**config.mk**
```make
export PLATFORM = sky130hd
export DESIGN_NAME = usb_uart_control_status
export DESIGN_NICKNAME = d
export VERILOG_FILES = /design/src/verilog/uart_ctl_pkg.sv /design/src/verilog/usb_uart_control_status.sv
export VERILOG_INCLUDE_DIRS = /design/src /design/src/verilog
export SDC_FILE = /design/constraint.sdc
export NUM_CORES = 1
export LEC_CHECK = 0
export ABC_AREA = 1
export BUFFER_PORTS_ARGS = -buffer_cell sky130_fd_sc_hd__buf_4
export CAP_MARGIN = 10
export CORE_MARGIN = 2
export CORE_UTILIZATION = 37
export DETAILED_ROUTE_END_ITERATION = 7
export PLACE_DENSITY = 0.72
export RECOVER_POWER = 50
export SLEW_MARGIN = 5
export SYNTH_ARGS = -nofsm -noshare
export SYNTH_HDL_FRONTEND = slang
export SYNTH_SLANG_ARGS = --single-unit
```
**constraint.sdc**
```tcl
create_clock -name i_core_clk -period 4.17 [get_ports i_core_clk]
set_input_delay 0.417 -clock i_core_clk [delete_from_list [all_inputs] [get_ports i_core_clk]]
set_output_delay 0.417 -clock i_core_clk [all_outputs]
set_load 0.01 [all_outputs]
```
**src/verilog/uart_ctl_regs.svh**
```systemverilog
`ifndef UART_CTL_REGS_SVH
`define UART_CTL_REGS_SVH
`define RI_PULLUP 8'h54
`define RI_PULLDN 8'h55
`define RI_LOOP 8'h56
`define RI_IR 8'h57
`define RI_WAKE 8'h5F
`define RI_TXFL 8'h60
`define RI_TXLVL 8'h61
`define RI_TXFMT 8'h62
`define RI_RXFL 8'h63
`define RI_RXLVL 8'h64
`define RI_RXFMT 8'h65
`define RI_BULK 8'h66
`define RI_THR 8'h67
`define RI_DRV 8'h81
`define RST_PULLUP 8'hFF
`define RST_WAKE 2'h1
`define RST_THR 11'h2E0
`define RST_PREV 6'h17
`define IR_W3 3'h3
`define IR_W4 3'h4
`define FC_NONE 3'h0
`define FC_HW 3'h1
`define FC_SW 3'h2
`define BULK_HS 10'h200
`define BULK_FS 10'h040
`define BULK_HS_S 10'h1FC
`define BULK_FS_S 10'h03C
`endif

```
**src/verilog/uart_ctl_pkg.sv**
```systemverilog
package uart_ctl_pkg;
  typedef struct packed {
    logic hsel;
    logic [1:0] htrans;
    logic [31:0] haddr;
    logic hwrite;
    logic [2:0] hsize;
    logic [31:0] hwdata;
    logic hready;
  } ahb_req_t;
  typedef struct packed {
    logic rx;
    logic cts;
    logic dsr;
    logic cd;
    logic ri;
  } pin_in_t;
  typedef struct packed {
    logic [7:0] pu, pd;
    logic [2:0] lb, ir;
    logic [1:0] wake;
    logic txw, rxw;
    logic [1:0] bulk;
    logic [10:0] thr;
    logic drv;
    logic [3:0] err;
    logic [5:0] chg, prev;
    logic [19:0] iword;
    logic [4:0] s1, s2;
    logic prx, pri, resume, txfl, rxfl, flow;
    logic [10:0] txlvl, rxlvl;
    logic [15:0] rd;
    logic ph_wr;
    logic [7:0] ph_idx;
    logic [7:0] tfirst;
    logic thalf;
    logic [8:0] tch;
    logic tch_v;
    logic [3:0] rhold;
    logic rpend;
    logic [7:0] rxb;
    logic rxb_v;
    logic [2:0] ircnt;
    logic txo, rxo;
  } state_t;
endpackage : uart_ctl_pkg

```
**src/verilog/usb_uart_control_status.sv**
```systemverilog
// Register access over AHB-Lite was left to the implementer.
`timescale 1ns/1ps
`include "uart_ctl_regs.svh"
module usb_uart_control_status #(
  parameter logic [10:0] FIFO_BYTES = 11'd1024
) (
  // clock and reset
  input wire logic i_core_clk,
  input wire logic i_rst_b,
  // register bus
  input wire uart_ctl_pkg::ahb_req_t i_ahb,
  output logic [31:0] o_hrdata,
  output logic o_hreadyout,
  output logic o_hresp,
  // pins
  input wire uart_ctl_pkg::pin_in_t i_pins,
  output logic o_tx_pin,
  output logic o_tx_oe,
  output logic [7:0] o_pullup,
  output logic [7:0] o_pulldown,
  // uart core side
  input wire logic i_tx_line,
  input wire logic i_bit_start,
  input wire logic i_os_tick,
  output logic o_rx_line,
  input wire logic i_rts,
  input wire logic i_dtr,
  output logic o_cts,
  output logic o_dsr,
  input wire logic [3:0] i_err_event,
  input wire logic i_int_gen,
  output logic [19:0] o_int_status,
  output logic o_resume_req,
  // queues
  input wire logic [10:0] i_tx_fill,
  input wire logic [10:0] i_rx_fill,
  output logic o_tx_flush,
  output logic o_rx_flush,
  input wire logic i_txq_valid,
  input wire logic [7:0] i_txq_byte,
  input wire logic i_nine_bit,
  output logic [8:0] o_tx_char,
  output logic o_tx_char_valid,
  input wire logic i_rx_char_valid,
  input wire logic [7:0] i_rx_char,
  input wire logic [3:0] i_rx_err,
  output logic [7:0] o_rxq_byte,
  output logic o_rxq_valid,
  // configuration
  input wire logic i_high_speed,
  input wire logic [2:0] i_flow_mode,
  output logic [9:0] o_bulk_max,
  output logic o_low_latency,
  output logic o_flow_assert,
  output logic o_driver_active,
  output logic o_class_mode_ok
);
  import uart_ctl_pkg::*;

  state_t q, d;
  logic [5:0] lvl;
  logic cts_e, dsr_e, acc;
  logic [7:0] aidx;

  //////////////////////////////////////////////////////////////////////
  // modem lines as seen internally
  always_comb begin
    cts_e = q.lb[1] ? i_rts : q.s2[3];
    dsr_e = q.lb[2] ? i_dtr : q.s2[2];
    lvl = {i_rts, cts_e, i_dtr, dsr_e, q.s2[1], q.s2[0]};
    acc = i_ahb.hsel & i_ahb.htrans[1] & i_ahb.hready;
    aidx = i_ahb.haddr[9:2];
  end

  //////////////////////////////////////////////////////////////////////
  // next state
  always_comb begin
    d = q;
    d.s1 = i_pins;
    d.s2 = q.s1;
    d.txfl = 1'b0;
    d.rxfl = 1'b0;
    d.resume = 1'b0;
    // register writes land in the data phase
    d.ph_wr = acc & i_ahb.hwrite;
    d.ph_idx = aidx;
    if (q.ph_wr) begin
      if (q.ph_idx == `RI_PULLUP) begin
        d.pu = i_ahb.hwdata[7:0];
      end else if (q.ph_idx == `RI_PULLDN) begin
        d.pd = i_ahb.hwdata[7:0];
      end else if (q.ph_idx == `RI_LOOP) begin
        d.lb = i_ahb.hwdata[2:0];
      end else if (q.ph_idx == `RI_IR) begin
        d.ir = i_ahb.hwdata[2:0];
      end else if (q.ph_idx == `RI_WAKE) begin
        d.wake = i_ahb.hwdata[3:2];
      end else if (q.ph_idx == `RI_TXFL) begin
        d.txfl = i_ahb.hwdata[0];
      end else if (q.ph_idx == `RI_TXFMT) begin
        d.txw = i_ahb.hwdata[0];
      end else if (q.ph_idx == `RI_RXFL) begin
        d.rxfl = i_ahb.hwdata[0];
      end else if (q.ph_idx == `RI_RXFMT) begin
        d.rxw = i_ahb.hwdata[0];
      end else if (q.ph_idx == `RI_BULK) begin
        d.bulk = i_ahb.hwdata[1:0];
      end else if (q.ph_idx == `RI_THR) begin
        d.thr = i_ahb.hwdata[10:0];
      end else if (q.ph_idx == `RI_DRV) begin
        d.drv = i_ahb.hwdata[0];
      end
    end
    // read data is captured in the address phase
    d.rd = 16'h0000;
    if (acc & ~i_ahb.hwrite) begin
      if (aidx == `RI_PULLUP) begin
        d.rd = {8'h00, q.pu};
      end else if (aidx == `RI_PULLDN) begin
        d.rd = {8'h00, q.pd};
      end else if (aidx == `RI_LOOP) begin
        d.rd = {13'h0000, q.lb};
      end else if (aidx == `RI_IR) begin
        d.rd = {13'h0000, q.ir};
      end else if (aidx == `RI_WAKE) begin
        d.rd = {12'h000, q.wake, 2'h0};
      end else if (aidx == `RI_TXLVL) begin
        d.rd = {5'h00, q.txlvl};
      end else if (aidx == `RI_TXFMT) begin
        d.rd = {15'h0000, q.txw};
      end else if (aidx == `RI_RXLVL) begin
        d.rd = {5'h00, q.rxlvl};
      end else if (aidx == `RI_RXFMT) begin
        d.rd = {15'h0000, q.rxw};
      end else if (aidx == `RI_BULK) begin
        d.rd = {14'h0000, q.bulk};
      end else if (aidx == `RI_THR) begin
        d.rd = {5'h00, q.thr};
      end else if (aidx == `RI_DRV) begin
        d.rd = {15'h0000, q.drv};
      end
    end
    // queue levels, clamped to capacity
    d.txlvl = (i_tx_fill > FIFO_BYTES) ? FIFO_BYTES : i_tx_fill;
    d.rxlvl = (i_rx_fill > FIFO_BYTES) ? FIFO_BYTES : i_rx_fill;
    // interrupt word; an event in the build cycle is kept for the next
    d.prev = lvl;
    if (i_int_gen) begin
      d.iword = {q.err | i_err_event, 2'h0, lvl, 2'h0,
                 q.chg | (lvl ^ q.prev)};
      d.err = i_err_event;
      d.chg = lvl ^ q.prev;
    end else begin
      d.err = q.err | i_err_event;
      d.chg = q.chg | (lvl ^ q.prev);
    end
    // wake on falling rx or ring
    d.prx = q.s2[4];
    d.pri = q.s2[0];
    d.resume = (q.wake[1] & q.prx & ~q.s2[4]) |
               (q.wake[0] & q.pri & ~q.s2[0]);
    // infrared pulse: starts at a zero bit, lasts 3 or 4 ticks of 16
    if (i_bit_start & ~i_tx_line) begin
      d.ircnt = q.ir[2] ? `IR_W4 : `IR_W3;
    end else if (i_os_tick & (q.ircnt != 3'h0)) begin
      d.ircnt = q.ircnt - 3'h1;
    end
    if (q.lb[0]) begin
      d.txo = 1'b1;
      d.rxo = i_tx_line;
    end else begin
      d.txo = q.ir[0] ? (d.ircnt != 3'h0) : i_tx_line;
      d.rxo = q.s2[4] ^ q.ir[1];
    end
    // flow control
    d.flow = ((i_flow_mode == `FC_HW) | (i_flow_mode == `FC_SW)) &
             (q.rxlvl > q.thr);
    // tx two-byte assembly
    d.tch_v = 1'b0;
    if (q.txfl | ~q.txw) begin
      d.thalf = 1'b0;
    end
    if (i_txq_valid) begin
      if (~q.txw) begin
        d.tch = {1'b0, i_txq_byte};
        d.tch_v = 1'b1;
      end else if (~q.thalf) begin
        d.tfirst = i_txq_byte;
        d.thalf = 1'b1;
      end else begin
        d.tch = {i_nine_bit & i_txq_byte[0], q.tfirst};
        d.tch_v = 1'b1;
        d.thalf = 1'b0;
      end
    end
    // rx two-byte split: data byte, then error byte
    d.rxb_v = 1'b0;
    d.rpend = 1'b0;
    if (q.rpend & ~q.rxfl) begin
      d.rxb = {4'h0, q.rhold};
      d.rxb_v = 1'b1;
    end else if (i_rx_char_valid) begin
      d.rxb = i_rx_char;
      d.rxb_v = 1'b1;
      d.rhold = i_rx_err;
      d.rpend = q.rxw;
    end
  end

  //////////////////////////////////////////////////////////////////////
  // state register
  always_ff @(posedge i_core_clk or negedge i_rst_b) begin
    if (!i_rst_b) begin
      q <= '0;
      q.pu <= `RST_PULLUP;
      q.wake <= `RST_WAKE;
      q.thr <= `RST_THR;
      q.s1 <= 5'h1F;
      q.s2 <= 5'h1F;
      q.prx <= 1'b1;
      q.pri <= 1'b1;
      // idle modem levels, so reset brings no false change bits
      q.prev <= `RST_PREV;
      q.txo <= 1'b1;
      q.rxo <= 1'b1;
    end else begin
      q <= d;
    end
  end

  //////////////////////////////////////////////////////////////////////
  // outputs
  always_comb begin
    o_hrdata = {16'h0000, q.rd};
    o_hreadyout = 1'b1;
    o_hresp = 1'b0;
    o_tx_pin = q.txo;
    o_tx_oe = ~q.lb[0];
    o_pullup = q.pu;
    o_pulldown = q.pd & ~q.pu;
    o_rx_line = q.rxo;
    o_cts = cts_e;
    o_dsr = dsr_e;
    o_int_status = q.iword;
    o_resume_req = q.resume;
    o_tx_flush = q.txfl;
    o_rx_flush = q.rxfl;
    o_tx_char = q.tch;
    o_tx_char_valid = q.tch_v;
    o_rxq_byte = q.rxb;
    o_rxq_valid = q.rxb_v;
    if (i_high_speed) begin
      o_bulk_max = q.bulk[1] ? `BULK_HS_S : `BULK_HS;
    end else begin
      o_bulk_max = q.bulk[1] ? `BULK_FS_S : `BULK_FS;
    end
    o_low_latency = q.bulk[0];
    o_flow_assert = q.flow;
    o_driver_active = q.drv;
    o_class_mode_ok = ~q.drv;
  end

  //////////////////////////////////////////////////////////////////////
  // checks
  property p_err_seen;
    @(posedge i_core_clk) disable iff (!i_rst_b)
      (i_int_gen && i_err_event[0]) |=> o_int_status[16];
  endproperty
  a_err_seen: assert property (p_err_seen)
    else $error("break event lost from interrupt word");

  property p_err_clear;
    @(posedge i_core_clk) disable iff (!i_rst_b)
      (i_int_gen && i_err_event == 4'h0) ##1
      (i_int_gen && i_err_event == 4'h0) |=> o_int_status[19:16] == 4'h0;
  endproperty
  a_err_clear: assert property (p_err_clear)
    else $error("error flags not cleared after word");

  property p_level_snap;
    @(posedge i_core_clk) disable iff (!i_rst_b)
      i_int_gen |=> o_int_status[13:8] == $past(lvl);
  endproperty
  a_level_snap: assert property (p_level_snap)
    else $error("modem levels not captured");

  property p_pull_excl;
    @(posedge i_core_clk) disable iff (!i_rst_b)
      (o_pulldown & o_pullup) == 8'h00;
  endproperty
  a_pull_excl: assert property (p_pull_excl)
    else $error("pull-down active with pull-up");

  property p_loop_tx;
    @(posedge i_core_clk) disable iff (!i_rst_b)
      q.lb[0] |-> !o_tx_oe ##1 ((o_rx_line == $past(i_tx_line))
        && o_tx_pin);
  endproperty
  a_loop_tx: assert property (p_loop_tx)
    else $error("tx loopback path wrong");

  property p_wake_rx;
    @(posedge i_core_clk) disable iff (!i_rst_b)
      (q.wake[1] && q.prx && !q.s2[4]) |=> o_resume_req;
  endproperty
  a_wake_rx: assert property (p_wake_rx)
    else $error("rx falling edge gave no resume");

  property p_txflush;
    @(posedge i_core_clk) disable iff (!i_rst_b)
      (q.ph_wr && q.ph_idx == `RI_TXFL && i_ahb.hwdata[0])
        |=> o_tx_flush ##1 !o_tx_flush;
  endproperty
  a_txflush: assert property (p_txflush)
    else $error("tx flush not a single pulse");

  property p_flow;
    @(posedge i_core_clk) disable iff (!i_rst_b)
      (i_flow_mode == `FC_NONE) |=> !o_flow_assert;
  endproperty
  a_flow: assert property (p_flow)
    else $error("flow asserted with mode none");

  property p_ir_width;
    @(posedge i_core_clk) disable iff (!i_rst_b)
      (i_bit_start && !i_tx_line && !q.ir[2]) |=> q.ircnt == 3'h3;
  endproperty
  a_ir_width: assert property (p_ir_width)
    else $error("infrared pulse width not 3 ticks");

  property p_rx_err_byte;
    @(posedge i_core_clk) disable iff (!i_rst_b)
      (q.rpend && !q.rxfl) |=> o_rxq_valid && o_rxq_byte[7:4] == 4'h0;
  endproperty
  a_rx_err_byte: assert property (p_rx_err_byte)
    else $error("rx error byte missing");

  property p_class_mode;
    @(posedge i_core_clk) disable iff (!i_rst_b)
      o_driver_active |-> !o_class_mode_ok;
  endproperty
  a_class_mode: assert property (p_class_mode)
    else $error("class mode allowed with driver active");
endmodule : usb_uart_control_status
```
# Word-level counts from Yosys, hierarchy flattened
# Cells that the tools add are included.
[word_totals] ff_bits=173 inputBits=138 output_inout_bits=111
[classes] n_addsub=1 magnitude_cmp=3 n_eq_ne=27 muxes=45 n_bitwise=43 n_reduce_logical=16
[op_table] cell="$eq A8 B7 Y1 const B" count=22
[op_table] cell="$mux W11" count=15
[op_table] cell="$mux W10" count=6
[op_table] cell="$gt A11 B11 Y1 const B" count=2
[op_table] cell="$not A1 Y1" count=21
[op_table] cell="$eq A8 B8 Y1 const B" count=2
[op_table] cell="$mux W2" count=7
[op_table] cell="$and A1 B1 Y1" count=13
[op_table] cell="$reduce_and A13 Y1" count=1
[op_table] cell="$mux W1" count=12
[op_table] cell="$reduce_and A12 Y1" count=1
[op_table] cell="$gt A11 B11 Y1" count=1
[op_table] cell="$reduce_and A11 Y1" count=1
[op_table] cell="$reduce_and A10 Y1" count=1
[op_table] cell="$mux W3" count=3
[op_table] cell="$mux W9" count=1
[op_table] cell="$and A8 B8 Y8" count=1
[op_table] cell="$not A8 Y8" count=1
[op_table] cell="$reduce_and A8 Y1" count=1
[op_table] cell="$mux W7" count=1
[op_table] cell="$or A6 B6 Y6" count=1
[op_table] cell="$reduce_and A2 Y1" count=3
[op_table] cell="$reduce_and A3 Y1" count=2
[op_table] cell="$reduce_and A6 Y1" count=1
[op_table] cell="other kinds (12)" count=15

# Logic depth before layout (Yosys ltp)
[depth] ltp_word=14 depth_mapped=13

# Least setup slack after synthesis
# No wires, ideal clock.
[synth_path] path_type="register to register" start="register q[2] in the netlist's numbering" end="register q, in the netlist o_tx_pin" setup_ns=0.079 arrival_ns=1.574 required_time_ns=4.091 slack_ns=2.517 stages_incl_launch_ff=10 path_buffers=0 period_less_slack_ns=1.653 path_cell_list="dfrtp_1 -> inv_1 -> ha_1 -> ha_1 -> nor2_1 -> inv_1 -> or2_2 -> a31oi_1 -> nor3_1 -> o21ai_0"
[synth_lines] item="start: declaration" line_no="usb_uart_control_status.sv:60" text="state_t q, d;"

==> results.toml <==
[cells_and_area]
layout_common_cells = "sky130_fd_sc_hd__nand2_1 (151), sky130_fd_sc_hd__buf_4 (149), sky130_fd_sc_hd__dfrtp_1 (137)"
most_frequent_standard_cell_in_the_layout_excluding_fill_and_tap_cells = "sky130_fd_sc_hd__nand2_1"
finish.net_count = 1127
area_delta_synth_final_pct = 20.2
layout_cells_sized_above_1_pct = 25.2
fin_util_pct = 44.9
insertedDiodeCount = 0

[sta]
fin_crit_sh_pct = 50.0
fin_setup_tns_ns = 0
hold_viol = 0
rsz0062_at_grt = "no"
clock_skew_ns = 0.00893
final.setup.worst_slack_ns = 2.08
timing.hold.ws_ns = 0.107
timing_worst_slew_pin_value_ns = 2.35
setup_viol = 0
finalMaxSlewViolations = 96
fin_crit_ns = 2.09
clock.fmax_ghz = 0.480
headroom_to_the_max_slew_limit_pct = -56.6

[power_and_ir_drop]
totalPowerFinal_mw = 3.88
p_seq_share_pct = 47.3
sw_power_mw = 1.02
internal_power_mw = 2.85
leakagePower_nw = 4.91
powerDensity_nw_per_um2 = 413
switching_share_pct = 26.4
share_of_power_burned_in_combinational_logic_pct = 12.8
ir_drop_mv = 0.292
clock_power_share_pct = 39.9

[detailed_routing]
final_antenna_net_count = 0
route.detailed.drc = 0
vias = 5913
detail_route.wl_per_cell_um = 14.7
detailedRoute.firstPassIterationCount = 5
detailed_route_wl_mm = 18.5
initial_drc_count = 357
vias_per_cell = 4.69

[synthesis]
synth.largest_area_cell = "sky130_fd_sc_hd__dfrtp_1"
seq_area_frac_synth_pct = 54.0
async_flop_share_pct = 100
synthesis.area_um2 = 7810
synthDistinctLibCells = 43
synthDominantCellAreaShare_pct = 43.9
post_synth_inst_count = 856
synth.avg_cell_area_um2 = 9.12
netlist_top_cells_area = "sky130_fd_sc_hd__dfrtp_1 (44%), sky130_fd_sc_hd__dfstp_2 (10%), sky130_fd_sc_hd__buf_4 (8.3%), sky130_fd_sc_hd__nand2_1 (7.3%), sky130_fd_sc_hd__inv_1 (5.0%)"
synth_edf_count = 0
yosysWarningCount = 0
ys_dominant_reg_cell = "sky130_fd_sc_hd__dfrtp_1"
synth_seq_cells = 167

[die]
core.rowCount = 53
dieHeight_um = 149
start_util_pct = 37.4
die-area_um2 = 22300
die_w_um = 149
core-area_um2 = 20900
ioPinCount = 249

[placement]
detailedPlace.worstSlack_ns = 2.18
place.port_buffers = 170
globalplace.congestion = 0.885
dp_hpwl_mm = 13.9

[setup_path]
worstReg2RegEnd = "q[30]"
critical_path_buf_inv_count = 1
crit_slowest_cell = "sky130_fd_sc_hd__clkbuf_2"
critical-path-top-delay-family = "buffers and inverters"
worst-r2r-setup-slack_ns = 2.17
worstSetupEndpointType = "async pin"
crit_arrival_ns = 2.13
critical_path_depth = 1
crit_end = "q[146]"
cp_cell_sequence = "clkbuf_2"
cp-startpoint = "i_rst_b"
critical_path.reg2reg.startpoint = "q[152]"
critPathRequiredTime_ns = 4.22
worstSetupStartpointType = "primary input"
critical_path.max_stage_delay_ns = 1.63
critical_path_class = "in2async"
path_max_fanout = 96
worst-r2r-cell-count = 4

[clock_network]
postCtsSetupRepairBufs = 0
clock_insertion_delay_worst_skew_ns = 0.43
clock_tree_from_tritoncts = "yes"
cts.repair.resized = 0
clockRootBuffer = "sky130_fd_sc_hd__clkbuf_16"
cts.reportedPaths.clkPinSlew_ns = 0.06
max-clock-path-buffers = 2
total_number_of_h_tree_levels = 4
holdBufCountCts = 0
cts_buf_count = 17
numClockSinks = 167

[grt]
grt_max_degree = 97
grt_overflow = 0
grtUsageTotal_pct = 17.1
antenna_found_initial = 0
grt_pass1_wl_mm = 29.6
first_global_vias = 5819

[run_status]
violations = "max-capacitance violations, max-slew violations"
run_status = "complete, but fails checks"

[worst_hold_path]
min-delay-path-class = "in2reg"

[flow_run]
maxCapViolCount = 1
[cells by family (layout without fill, tap and decap cells)]
kind of cell | after synthesis | count (layout) | share of synthesized area, %
fa+ha+maj | 15 | 15 | 2.40
simple gates | 315 | 315 | 17.5
xor+xnor | 6 | 6 | 0.673
compound gates | 132 | 132 | 9.53
flops | 167 | 167 | 54.0
other cells | 2 | 29 | 0.0962
buf+inv | 209 | 313 | 14.4
mux | 10 | 10 | 1.44
[flip-flops by register name (all words and copies together) (netlist names), 8 cells and up]
signal,flops
d,8
o_hrdata,11
o_int_status,16
o_pullup,8
o_rxq_byte,8
o_tx_char,9
q,97
[through the flow]
step,area [um^2],std cells
after floorplan,7910,883
after global placement,8850,1230
after detailed placement,8850,1230
after CTS,9440,1262
after global routing,9390,1262
final,9390,1262
[cells in the mapped netlist, types with 2 or more instances]
library cell	count
sky130_fd_sc_hd__dfstp_2	30
sky130_fd_sc_hd__xnor2_1	6
sky130_fd_sc_hd__or2_2	5
sky130_fd_sc_hd__nand2_1	151
sky130_fd_sc_hd__conb_1	2
sky130_fd_sc_hd__a21oi_1	35
sky130_fd_sc_hd__nand4_1	7
sky130_fd_sc_hd__inv_1	104
sky130_fd_sc_hd__o22ai_1	3
sky130_fd_sc_hd__clkinv_1	3
sky130_fd_sc_hd__buf_2	2
sky130_fd_sc_hd__a221oi_1	4
sky130_fd_sc_hd__a31oi_1	9
sky130_fd_sc_hd__clkbuf_1	11
sky130_fd_sc_hd__o31ai_1	2
sky130_fd_sc_hd__o21ai_0	48
sky130_fd_sc_hd__nand3_2	3
sky130_fd_sc_hd__o21ai_1	16
sky130_fd_sc_hd__o211ai_1	3
sky130_fd_sc_hd__o2111ai_1	2
sky130_fd_sc_hd__a21boi_1	2
sky130_fd_sc_hd__nand3_1	34
sky130_fd_sc_hd__buf_4	86
sky130_fd_sc_hd__a22o_1	4
sky130_fd_sc_hd__nor4_1	3
sky130_fd_sc_hd__nor3_1	9
sky130_fd_sc_hd__nor3_2	4
sky130_fd_sc_hd__nand2_2	2
sky130_fd_sc_hd__inv_2	2
sky130_fd_sc_hd__ha_1	15
sky130_fd_sc_hd__mux2_2	10
sky130_fd_sc_hd__nor2_1	91
sky130_fd_sc_hd__o21ai_2	2
sky130_fd_sc_hd__dfrtp_1	137
[routing by layer]
layer  up-vias  share of wire, %  global-route usage (%)
met5         -                 0                       0
met4         0               1.4                    4.86
met3        20               6.6                    4.10
met2       177                49                    28.5
met1      2845                43                    22.2
li1       2871                 -                       -
[how the worst min path moves through the flow]
stage,startpoint,endpoint,slack (ns),cells past startpoint
6_report,i_pins[0],d[91],0.11,1
5_1_grt,i_pins[0],d[91],0.08,1
4_1_cts,i_pins[0],d[91],0.09,1
3_5_place_dp,d[95],d[90],0.35,0
3_3_place_gp,d[93],q[93],0.35,0
2_1_floorplan,i_rst_b,o_driver_active,0.12,0
[power by group through the flow]
stage	clock network [mW]	registers (mW)	logic [mW]
after floorplan	0	1.84	0.351
after global placement	0	1.86	0.490
after detailed placement	0	1.86	0.507
after CTS	1.58	1.83	0.509
after global routing	1.66	1.85	0.558
final	1.55	1.83	0.496
[layout make-up]
| type | count | area (um^2) |
|---|---|---|
| Sequential cell | 167 | 4220 |
| Inverter | 109 | 409 |
| Fill cell | 2073 | 11500 |
| Multi-Input combinational cell | 507 | 2570 |
| Clock inverter | 13 | 133 |
| Timing Repair Buffer | 172 | 1260 |
| Clock buffer | 19 | 453 |
| Tap cell | 275 | 344 |
Power figures use the tool's default switching activity.
